--- config.mk ---
export PLATFORM = sky130hd
export DESIGN_NAME = dtec_top
export DESIGN_NICKNAME = d
export VERILOG_FILES = /design/src/verilog/dtec_pkg.sv /design/src/verilog/dtec_counter.sv /design/src/verilog/dtec_top.sv
export SDC_FILE = /design/constraint.sdc
export NUM_CORES = 1
export LEC_CHECK = 0
export BUFFER_PORTS_ARGS = -buffer_cell sky130_fd_sc_hd__buf_4
export CAP_MARGIN = 20
export CORE_MARGIN = 2
export CORE_UTILIZATION = 50
export CTS_BUF_LIST = sky130_fd_sc_hd__clkbuf_4
export DETAILED_ROUTE_END_ITERATION = 16
export PLACE_DENSITY = 0.72
export REMOVE_ABC_BUFFERS = 1
export SLEW_MARGIN = 20
export SYNTH_ARGS = -nofsm -noshare
export SYNTH_HDL_FRONTEND = slang
export SYNTH_SLANG_ARGS = --single-unit
export TNS_END_PERCENT = 20
--- constraint.sdc ---
create_clock -name clk -period 2.76 [get_ports clk]
set_clock_uncertainty 0.15 [all_clocks]
set_input_delay 0.552 -clock clk [delete_from_list [all_inputs] [get_ports clk]]
set_output_delay 0.552 -clock clk [all_outputs]
set_load 0.1 [all_outputs]
--- src/verilog/dtec_pkg.sv ---
// Operation
// counter zero is 8-bit up-counter clocked by pin or clk/4
// counter one is 16-bit up-counter clocked by pin or clk/4
// control bit 3 picks pin edge: 0 rising, 1 falling
// control bit 4 enables counting when 1, stops when 0
// control bits 7:6 mode: 01 event, 10 timer, 11 pulse width
// control bits 0-2 and 5 always read zero
// 8-bit location: write sets preload, read gives live count
// low byte write fills buffer; high write loads both into preload
// high byte read returns live high and captures low into buffer
// event/timer modes count to all-ones then reload from preload
// overflow sets flag bit 5 or 6 of interrupt control
// event mode counts each selected pin edge
// timer mode counts at clk divided by four
// pulse mode: active edge starts clk/4 counting until level returns
// after one pulse measurement enable clears, result held
// event/timer modes never clear enable by hardware
// pulse mode overflow reloads and raises flag too
// overflow is a wake-up source from halt
// zero interrupt enable blocks that counter's service in all modes
// preload write while stopped also loads counter
// preload write while running changes preload only
// count clock blocked during a counter read
// count pins synchronised and edge detected before use
package dtec_pkg;
   localparam int  ADDR_W         = 5;  // word index bits, reaches interrupt control
   localparam int  DATA_W         = 32;
   localparam int  BYTE_W         = 8;
   // register word indices, byte address is four times these
   localparam logic [7:0] IDX_T0_COUNT = 8'h0d;
   localparam logic [7:0] IDX_T0_CTRL  = 8'h0e;
   localparam logic [7:0] IDX_T1_HIGH  = 8'h0f;
   localparam logic [7:0] IDX_T1_LOW   = 8'h10;
   localparam logic [7:0] IDX_T1_CTRL  = 8'h11;
   localparam logic [7:0] IDX_INTERRUPT_CONTROL     = 8'h12;
   // control fields
   localparam int  CTL_EDGE_BIT   = 3;
   localparam int  CTL_ON_BIT     = 4;
   localparam int  CTL_MODE_LO    = 6;
   localparam int  CTL_MODE_HI    = 7;
   localparam logic [7:0] CTL_WR_MASK = 8'hd8;
   localparam logic [7:0] CTL_RESET   = 8'h08;
   // interrupt control fields
   localparam int  INTERRUPT_CONTROL_EN0_BIT   = 2;
   localparam int  INTERRUPT_CONTROL_EN1_BIT   = 3;
   localparam int  INTERRUPT_CONTROL_F0_BIT    = 5;
   localparam int  INTERRUPT_CONTROL_F1_BIT    = 6;
   localparam logic [7:0] INTERRUPT_CONTROL_WR_MASK = 8'h7f;
   localparam int  PRESCALE       = 4;
   typedef enum logic [1:0] {
      dtec_mode_unused, dtec_mode_event, dtec_mode_timer, dtec_mode_pulse
   } dtec_mode_t;
endpackage : dtec_pkg

--- src/verilog/dtec_counter.sv ---
`timescale 1ns/1ps
module dtec_counter #(
   parameter int WIDTH = 8
) (
   // clock and reset
   input  wire logic             clk,
   input  wire logic             rst,
   // configuration
   input  wire logic [1:0]       mode,
   input  wire logic             edge_polarity,
   input  wire logic             count_on,
   input  wire logic             tick,
   input  wire logic             hold,
   // preload write
   input  wire logic             preload_we,
   input  wire logic [WIDTH-1:0] preload_data,
   // raw count pin
   input  wire logic             count_pin,
   // status
   output logic [WIDTH-1:0]      count_value,
   output logic                  overflow,
   output logic                  measure_done
);
   import dtec_pkg::*;

   typedef struct packed {
      logic [WIDTH-1:0] count;
      logic [WIDTH-1:0] preload;
      logic [2:0]       sync;
      logic             lvl;
      logic             measuring;
      logic             done;
      logic             ovf;
      logic             fin;
   } dtec_cnt_state_t;

   dtec_cnt_state_t s_reg, s_next;
   logic pin_lvl, pin_prev, act_edge, inc;
   logic [WIDTH-1:0] all_ones;

   // filtered level moves only once stages two and three agree
   assign pin_prev = s_reg.lvl;
   assign pin_lvl  = (s_reg.sync[1] == s_reg.sync[2]) ? s_reg.sync[2] : s_reg.lvl;
   assign all_ones = '1;

   // next-state logic
   always_comb begin
      s_next     = s_reg;
      s_next.ovf = 1'b0;
      s_next.fin = 1'b0;
      s_next.sync = {s_reg.sync[1:0], count_pin};
      s_next.lvl  = pin_lvl;
      act_edge = edge_polarity ? (pin_prev & ~pin_lvl)
                               : (~pin_prev & pin_lvl);
      inc = 1'b0;
      if (count_on && !hold) begin
         unique case (dtec_mode_t'(mode))
            dtec_mode_event: inc = act_edge;
            dtec_mode_timer: inc = tick;
            dtec_mode_pulse: begin
               if (!s_reg.measuring && !s_reg.done && act_edge)
                  s_next.measuring = 1'b1;
               else if (s_reg.measuring && pin_lvl == edge_polarity) begin
                  s_next.measuring = 1'b0;
                  s_next.done      = 1'b1;
                  s_next.fin       = 1'b1;
               end
               inc = s_reg.measuring && tick && pin_lvl != edge_polarity;
            end
            dtec_mode_unused: inc = 1'b0;
         endcase
      end
      if (!count_on) begin
         s_next.measuring = 1'b0;
         s_next.done      = 1'b0;  // re-arm for next measurement
      end
      if (inc) begin
         if (s_reg.count == all_ones) begin
            s_next.count = s_reg.preload;
            s_next.ovf   = 1'b1;
         end else begin
            s_next.count = s_reg.count + 1'b1;
         end
      end
      if (preload_we) begin
         s_next.preload = preload_data;
         if (!count_on)
            s_next.count = preload_data;
      end
   end

   // state register
   always_ff @(posedge clk) begin
      if (rst)
         s_reg <= '0;
      else
         s_reg <= s_next;
   end

   assign count_value  = s_reg.count;
   assign overflow     = s_reg.ovf;
   assign measure_done = s_reg.fin;
endmodule : dtec_counter

--- src/verilog/dtec_top.sv ---
// The implementer's own choice: the Avalon-MM interface to the registers.
`timescale 1ns/1ps
module dtec_top (
   // clock and reset
   input  wire logic                      clk,
   input  wire logic                      rst,
   // avalon-mm slave
   input  wire logic [dtec_pkg::ADDR_W+1:0] address,
   input  wire logic                      read,
   input  wire logic                      write,
   input  wire logic [dtec_pkg::DATA_W-1:0] writedata,
   input  wire logic [3:0]                byteenable,
   output logic [dtec_pkg::DATA_W-1:0]    readdata,
   output logic                           waitrequest,
   // count pins
   input  wire logic                      counter_zero_pin,
   input  wire logic                      counter_one_pin,
   // system
   output logic                           counter_zero_irq,
   output logic                           counter_one_irq,
   output logic                           wake_up
);
   import dtec_pkg::*;

   typedef struct packed {
      logic [7:0]  ctl0;
      logic [7:0]  ctl1;
      logic [7:0]  interrupt_control;
      logic [7:0]  low_buf;
      logic [1:0]  div;
      logic        tick;
      logic        ack;
      logic [31:0] rdata;
      logic        wake;
   } dtec_top_state_t;

   dtec_top_state_t s_reg, s_next;
   logic [7:0]  cnt0;
   logic [15:0] cnt1;
   logic        ovf0, ovf1, fin0, fin1;
   logic        acc, wr_hit, rd_hit;
   logic [7:0]  idx, wbyte;
   logic        pl0_we, pl1_we, hold0, hold1;
   logic [15:0] pl1_data;

   // control readback masks unused bits
   function automatic logic [7:0] ctl_view(input logic [7:0] c);
      return c & CTL_WR_MASK;
   endfunction : ctl_view

   // bus decode, one wait cycle per access
   assign idx    = 8'(address[ADDR_W+1:2]);
   assign acc    = (read | write) & ~s_reg.ack;
   assign wr_hit = write & acc & byteenable[0];
   assign rd_hit = read & acc;
   assign wbyte  = writedata[7:0];
   assign waitrequest = ~s_reg.ack;
   assign pl0_we = wr_hit && idx == IDX_T0_COUNT;
   assign pl1_we = wr_hit && idx == IDX_T1_HIGH;
   assign pl1_data = {wbyte, s_reg.low_buf};
   // read stays high through its answer cycle, writes never block the count
   assign hold0  = read && idx == IDX_T0_COUNT;
   assign hold1  = read && (idx == IDX_T1_HIGH || idx == IDX_T1_LOW);

   // register file and prescaler
   always_comb begin
      s_next      = s_reg;
      s_next.ack  = acc;
      s_next.div  = s_reg.div + 2'd1;
      s_next.tick = s_reg.div == 2'(PRESCALE - 1);
      s_next.wake = ovf0 | ovf1;
      if (fin0)
         s_next.ctl0[CTL_ON_BIT] = 1'b0;
      if (fin1)
         s_next.ctl1[CTL_ON_BIT] = 1'b0;
      if (wr_hit) begin
         unique case (idx)
            IDX_T0_CTRL: s_next.ctl0 = wbyte & CTL_WR_MASK;
            IDX_T1_CTRL: s_next.ctl1 = wbyte & CTL_WR_MASK;
            IDX_T1_LOW:  s_next.low_buf = wbyte;
            IDX_INTERRUPT_CONTROL:    s_next.interrupt_control = wbyte & INTERRUPT_CONTROL_WR_MASK;
            default: ;
         endcase
      end
      // set beats clear on the same cycle
      if (ovf0)
         s_next.interrupt_control[INTERRUPT_CONTROL_F0_BIT] = 1'b1;
      if (ovf1)
         s_next.interrupt_control[INTERRUPT_CONTROL_F1_BIT] = 1'b1;
      if (rd_hit) begin
         s_next.rdata = '0;
         unique case (idx)
            IDX_T0_COUNT: s_next.rdata[7:0] = cnt0;
            IDX_T0_CTRL:  s_next.rdata[7:0] = ctl_view(s_reg.ctl0);
            IDX_T1_HIGH: begin
               s_next.rdata[7:0] = cnt1[15:8];
               s_next.low_buf    = cnt1[7:0];
            end
            IDX_T1_LOW:   s_next.rdata[7:0] = s_reg.low_buf;
            IDX_T1_CTRL:  s_next.rdata[7:0] = ctl_view(s_reg.ctl1);
            IDX_INTERRUPT_CONTROL:     s_next.rdata[7:0] = s_reg.interrupt_control;
            default:      s_next.rdata = '0;
         endcase
      end
   end

   // state register
   always_ff @(posedge clk) begin
      if (rst) begin
         s_reg      <= '0;
         s_reg.ctl0 <= CTL_RESET;
         s_reg.ctl1 <= CTL_RESET;
      end else begin
         s_reg <= s_next;
      end
   end

   // eight-bit counter
   dtec_counter #(.WIDTH(8)) u_cnt0 (
      .clk          (clk),
      .rst          (rst),
      .mode         (s_reg.ctl0[CTL_MODE_HI:CTL_MODE_LO]),
      .edge_polarity(s_reg.ctl0[CTL_EDGE_BIT]),
      .count_on     (s_reg.ctl0[CTL_ON_BIT]),
      .tick         (s_reg.tick),
      .hold         (hold0),
      .preload_we   (pl0_we),
      .preload_data (wbyte),
      .count_pin    (counter_zero_pin),
      .count_value  (cnt0),
      .overflow     (ovf0),
      .measure_done (fin0)
   );

   // sixteen-bit counter
   dtec_counter #(.WIDTH(16)) u_cnt1 (
      .clk          (clk),
      .rst          (rst),
      .mode         (s_reg.ctl1[CTL_MODE_HI:CTL_MODE_LO]),
      .edge_polarity(s_reg.ctl1[CTL_EDGE_BIT]),
      .count_on     (s_reg.ctl1[CTL_ON_BIT]),
      .tick         (s_reg.tick),
      .hold         (hold1),
      .preload_we   (pl1_we),
      .preload_data (pl1_data),
      .count_pin    (counter_one_pin),
      .count_value  (cnt1),
      .overflow     (ovf1),
      .measure_done (fin1)
   );

   // flag gated by its enable
   assign counter_zero_irq = s_reg.interrupt_control[INTERRUPT_CONTROL_F0_BIT] & s_reg.interrupt_control[INTERRUPT_CONTROL_EN0_BIT];
   assign counter_one_irq  = s_reg.interrupt_control[INTERRUPT_CONTROL_F1_BIT] & s_reg.interrupt_control[INTERRUPT_CONTROL_EN1_BIT];
   assign wake_up          = s_reg.wake;
   assign readdata         = s_reg.rdata;
endmodule : dtec_top

==> results.md <==
* CTS Root Cell: clkbuf_4
* Antenna Violating Nets Remaining at 0
* P&R area growth vs syn at 8.05%
* Syn Inst Count at 625
* Mux cell area share after synthesis at 0.0382
* Setup Buffers After CTS at 0
* Synth Area in Compound Gates at 0.199
* Synth Flop Type: dfxtp_1
* Yosys warns at 0
* Die X at 104 um
* Fmax at 392 MHz
* Comb pwr share at 0.114
* Post-route minimum period at roughly 2500 ps
* CP max stage delay at 500 ps
* Clock Latency Late Sink at approximately 450 ps
* RSZ-0062 raised after global routing: false
* Clock Tree Buf Depth at 2
* Leakage power total at about 2.0 nW
* Largest area contributor in the netlist: dfxtp_1
* Main combinational cell family by area after synthesis: simple AND/OR/NAND/NOR gates
* Crit path max fanout at 8
* Hold WC Path Type: in -> reg
* Buffers added on ports at 31
* Synth top area share at 0.399
* Die H at 104 um
* Final setup TNS at 0 ps
* Synthesized cell area at about 0.005 mm2
* Layout cell share with drive strength beyond 1 at 0.119
* Switch Pwr at between 0.0007 and 0.0008 W
* Num CTS Buffers at 9
* Simple-gate share of the synthesized area at 0.262
* M2 GR Usage at 0.410
* GRT Resource Usage Total at 0.250
* Post-synth EDFFs at 0
* Slew HR at 0.568
* Via count at 4731
* Initial core utilization at 0.513
* ANT cells at 0
* Core ar. at 0.00977 mm2
* WP data arrival at 2760 ps
* Largest cells by area after synthesis: dfxtp_1, nand2_1, nor2_1, buf_4, a21oi_1
* PostCTS Resize Cnt at 0
* Met1 Use GR at 0.337
* Cells along the critical path: ha_1 -> nand4_1 -> nor2_1 -> nand2_1 -> nand2_1 -> a21oi_1 -> a221o_1
* Synth unique cells at 66
* Status: completed
* Routability cong. at between 0.9 and 1
* H-tree depth at 3
* Drt wl/cell at 17.3 um
* Critical Path End Type: flop
* Largest net degree at the start of global routing at 56
* Power Internal at 0.00178 W
* CTS Sinks at 100
* GRT met3 Usage at 0.0388
* Residual DRC at 0
* Final period utilization at 0.924
* Crit path max-delay cell type: dfxtp_1
* Initial antenna violation count at 0
* Slew Viols, Final at 0
* Pwr dens at 463 mW/mm2
* Critical path type: reg -> reg
* Post-synthesis sequential area ratio at 0.399
* Detailed Route WL at 13500 um
* Most used cell, CP: nand2_1
* Peak VDD IR at between 0.2 and 0.3 mV
* Clock Power Share at 0.301
* Post-synthesis xor/xnor area fraction at 0.00698
* CP Launch Type: flop
* Switching part of the total power at 0.290
* Hold depth at 2
* Grt total ovfl at 0
* Asr flop ratio synth at 0
* Die ar. at 0.0109 mm2
* Most frequent cells in the layout: nand2_1, dfxtp_1, nor2_1
* HPWL Detailed at ~9400 um
* GRT busiest layer: met2
* Top Ports at 85
* Number of global-route vias before repair at 4320
* Final Hold Fails at 0
* Setup ws final at about 210 ps
* Hold Buf Count CTS at 0
* Adder-Cell Fraction of Synth Area at 0.0115
* Final core utilization at 0.555
* Number of max-cap violations at 0
* Overall power at 0.00251 W
* First-pass GRT wire length at 22100 um
* Critical Path RT at 2970 ps
* Hold slack at 156 ps
* Synth Area per Inst at 8.03 um2
* DR vias/cell at 6.05
* Yosys reg bits at 100
* FP Rows at 36
* Pre-antenna DRT Iters at 5
* DP Worst Slack at 48.0 ps
* Final setup vio count at 0
* Slew of the pin with the lowest slew margin at 646 ps
* CTS tree: yes
* Initial DRC Count at 357
* Reg power frac at 0.585
* Nets at ~700
* Clock-pin slew on the worst setup and hold paths at 150 ps
* R2R cell count at 7
Yosys cell counts (4+ instances only):
library cell and count:
nor2_1 68, and3_1 9, nand2b_1 4, nor4_1 7
dfxtp_1 100, nor2b_1 9, buf_4 32, a22oi_1 23
nand4_1 7, nand3b_1 5, nand3_1 34, nor3_1 12
a211oi_1 6, inv_1 10, and2_1 7, clkbuf_1 28
nand2_1 100, mux2i_1 18, a21oi_1 45, o21ai_0 13
a311oi_1 11, a31oi_1 12
kinds of logic after synthesis:
logic type,Yosys count
compound gates,144
fa+ha+maj,5
buf+inv,74
flops,100
mux,19
simple gates,278
other cells,1
xor+xnor,4
worst max-delay path: cells and delay by family, from the launching register on:
family,cells,cell delay [ps]
AOI/OAI and AO/OA,2,340
DFF,1,500
and+or+nand+nor,4,1190
adders and majority gates,1,280
power by group through the flow:
stage	Combinational, W	Clock, W	Sequential, W
4_1_cts	0.000284	0.000772	0.00147
2_1_floorplan	0.000197	0	0.00150
6_report	0.000287	0.000754	0.00147
5_1_grt	0.000299	0.000818	0.00147
3_5_place_dp	0.000283	0	0.00150
3_3_place_gp	0.000281	0	0.00150
worst paths after layout:
check / end / slack [ps] / from
worst max register to register: u_cnt1.count_value[5] / 210 / u_cnt1.count_value[0]
worst min-delay path: u_cnt0.s_next[6] / 160 / counter_zero_pin
worst min register to register: s_reg[35] / 280 / s_reg[35]
worst max-delay path: u_cnt1.count_value[5] / 210 / u_cnt1.count_value[0]
metrics by stage:
step | instances | cell area [um2]
2_1_floorplan | 584 | 4730
3_3_place_gp | 767 | 5290
3_5_place_dp | 767 | 5290
4_1_cts | 782 | 5420
5_1_grt | 782 | 5420
6_report | 782 | 5420
metal layers:
| layer | up-vias | part of all wire |
|---|---|---|
| met1 | 2245 | 0.44 |
| met3 | 29 | 0.072 |
| li1 | 2227 | - |
| met4 | 0 | 0.022 |
| met2 | 230 | 0.46 |
| met5 | - | 0 |
area by class of cell:
class | instances | area [um2]
fill | 942 | 4350
multi-input combinational | 474 | 2700
sequential | 100 | 2000
timing repair buffer | 50 | 388
tap | 133 | 166
clock buffer | 10 | 75.1
clock inverter | 5 | 53.8
inverter | 10 | 37.5
(Power assumes the default switching activity.)
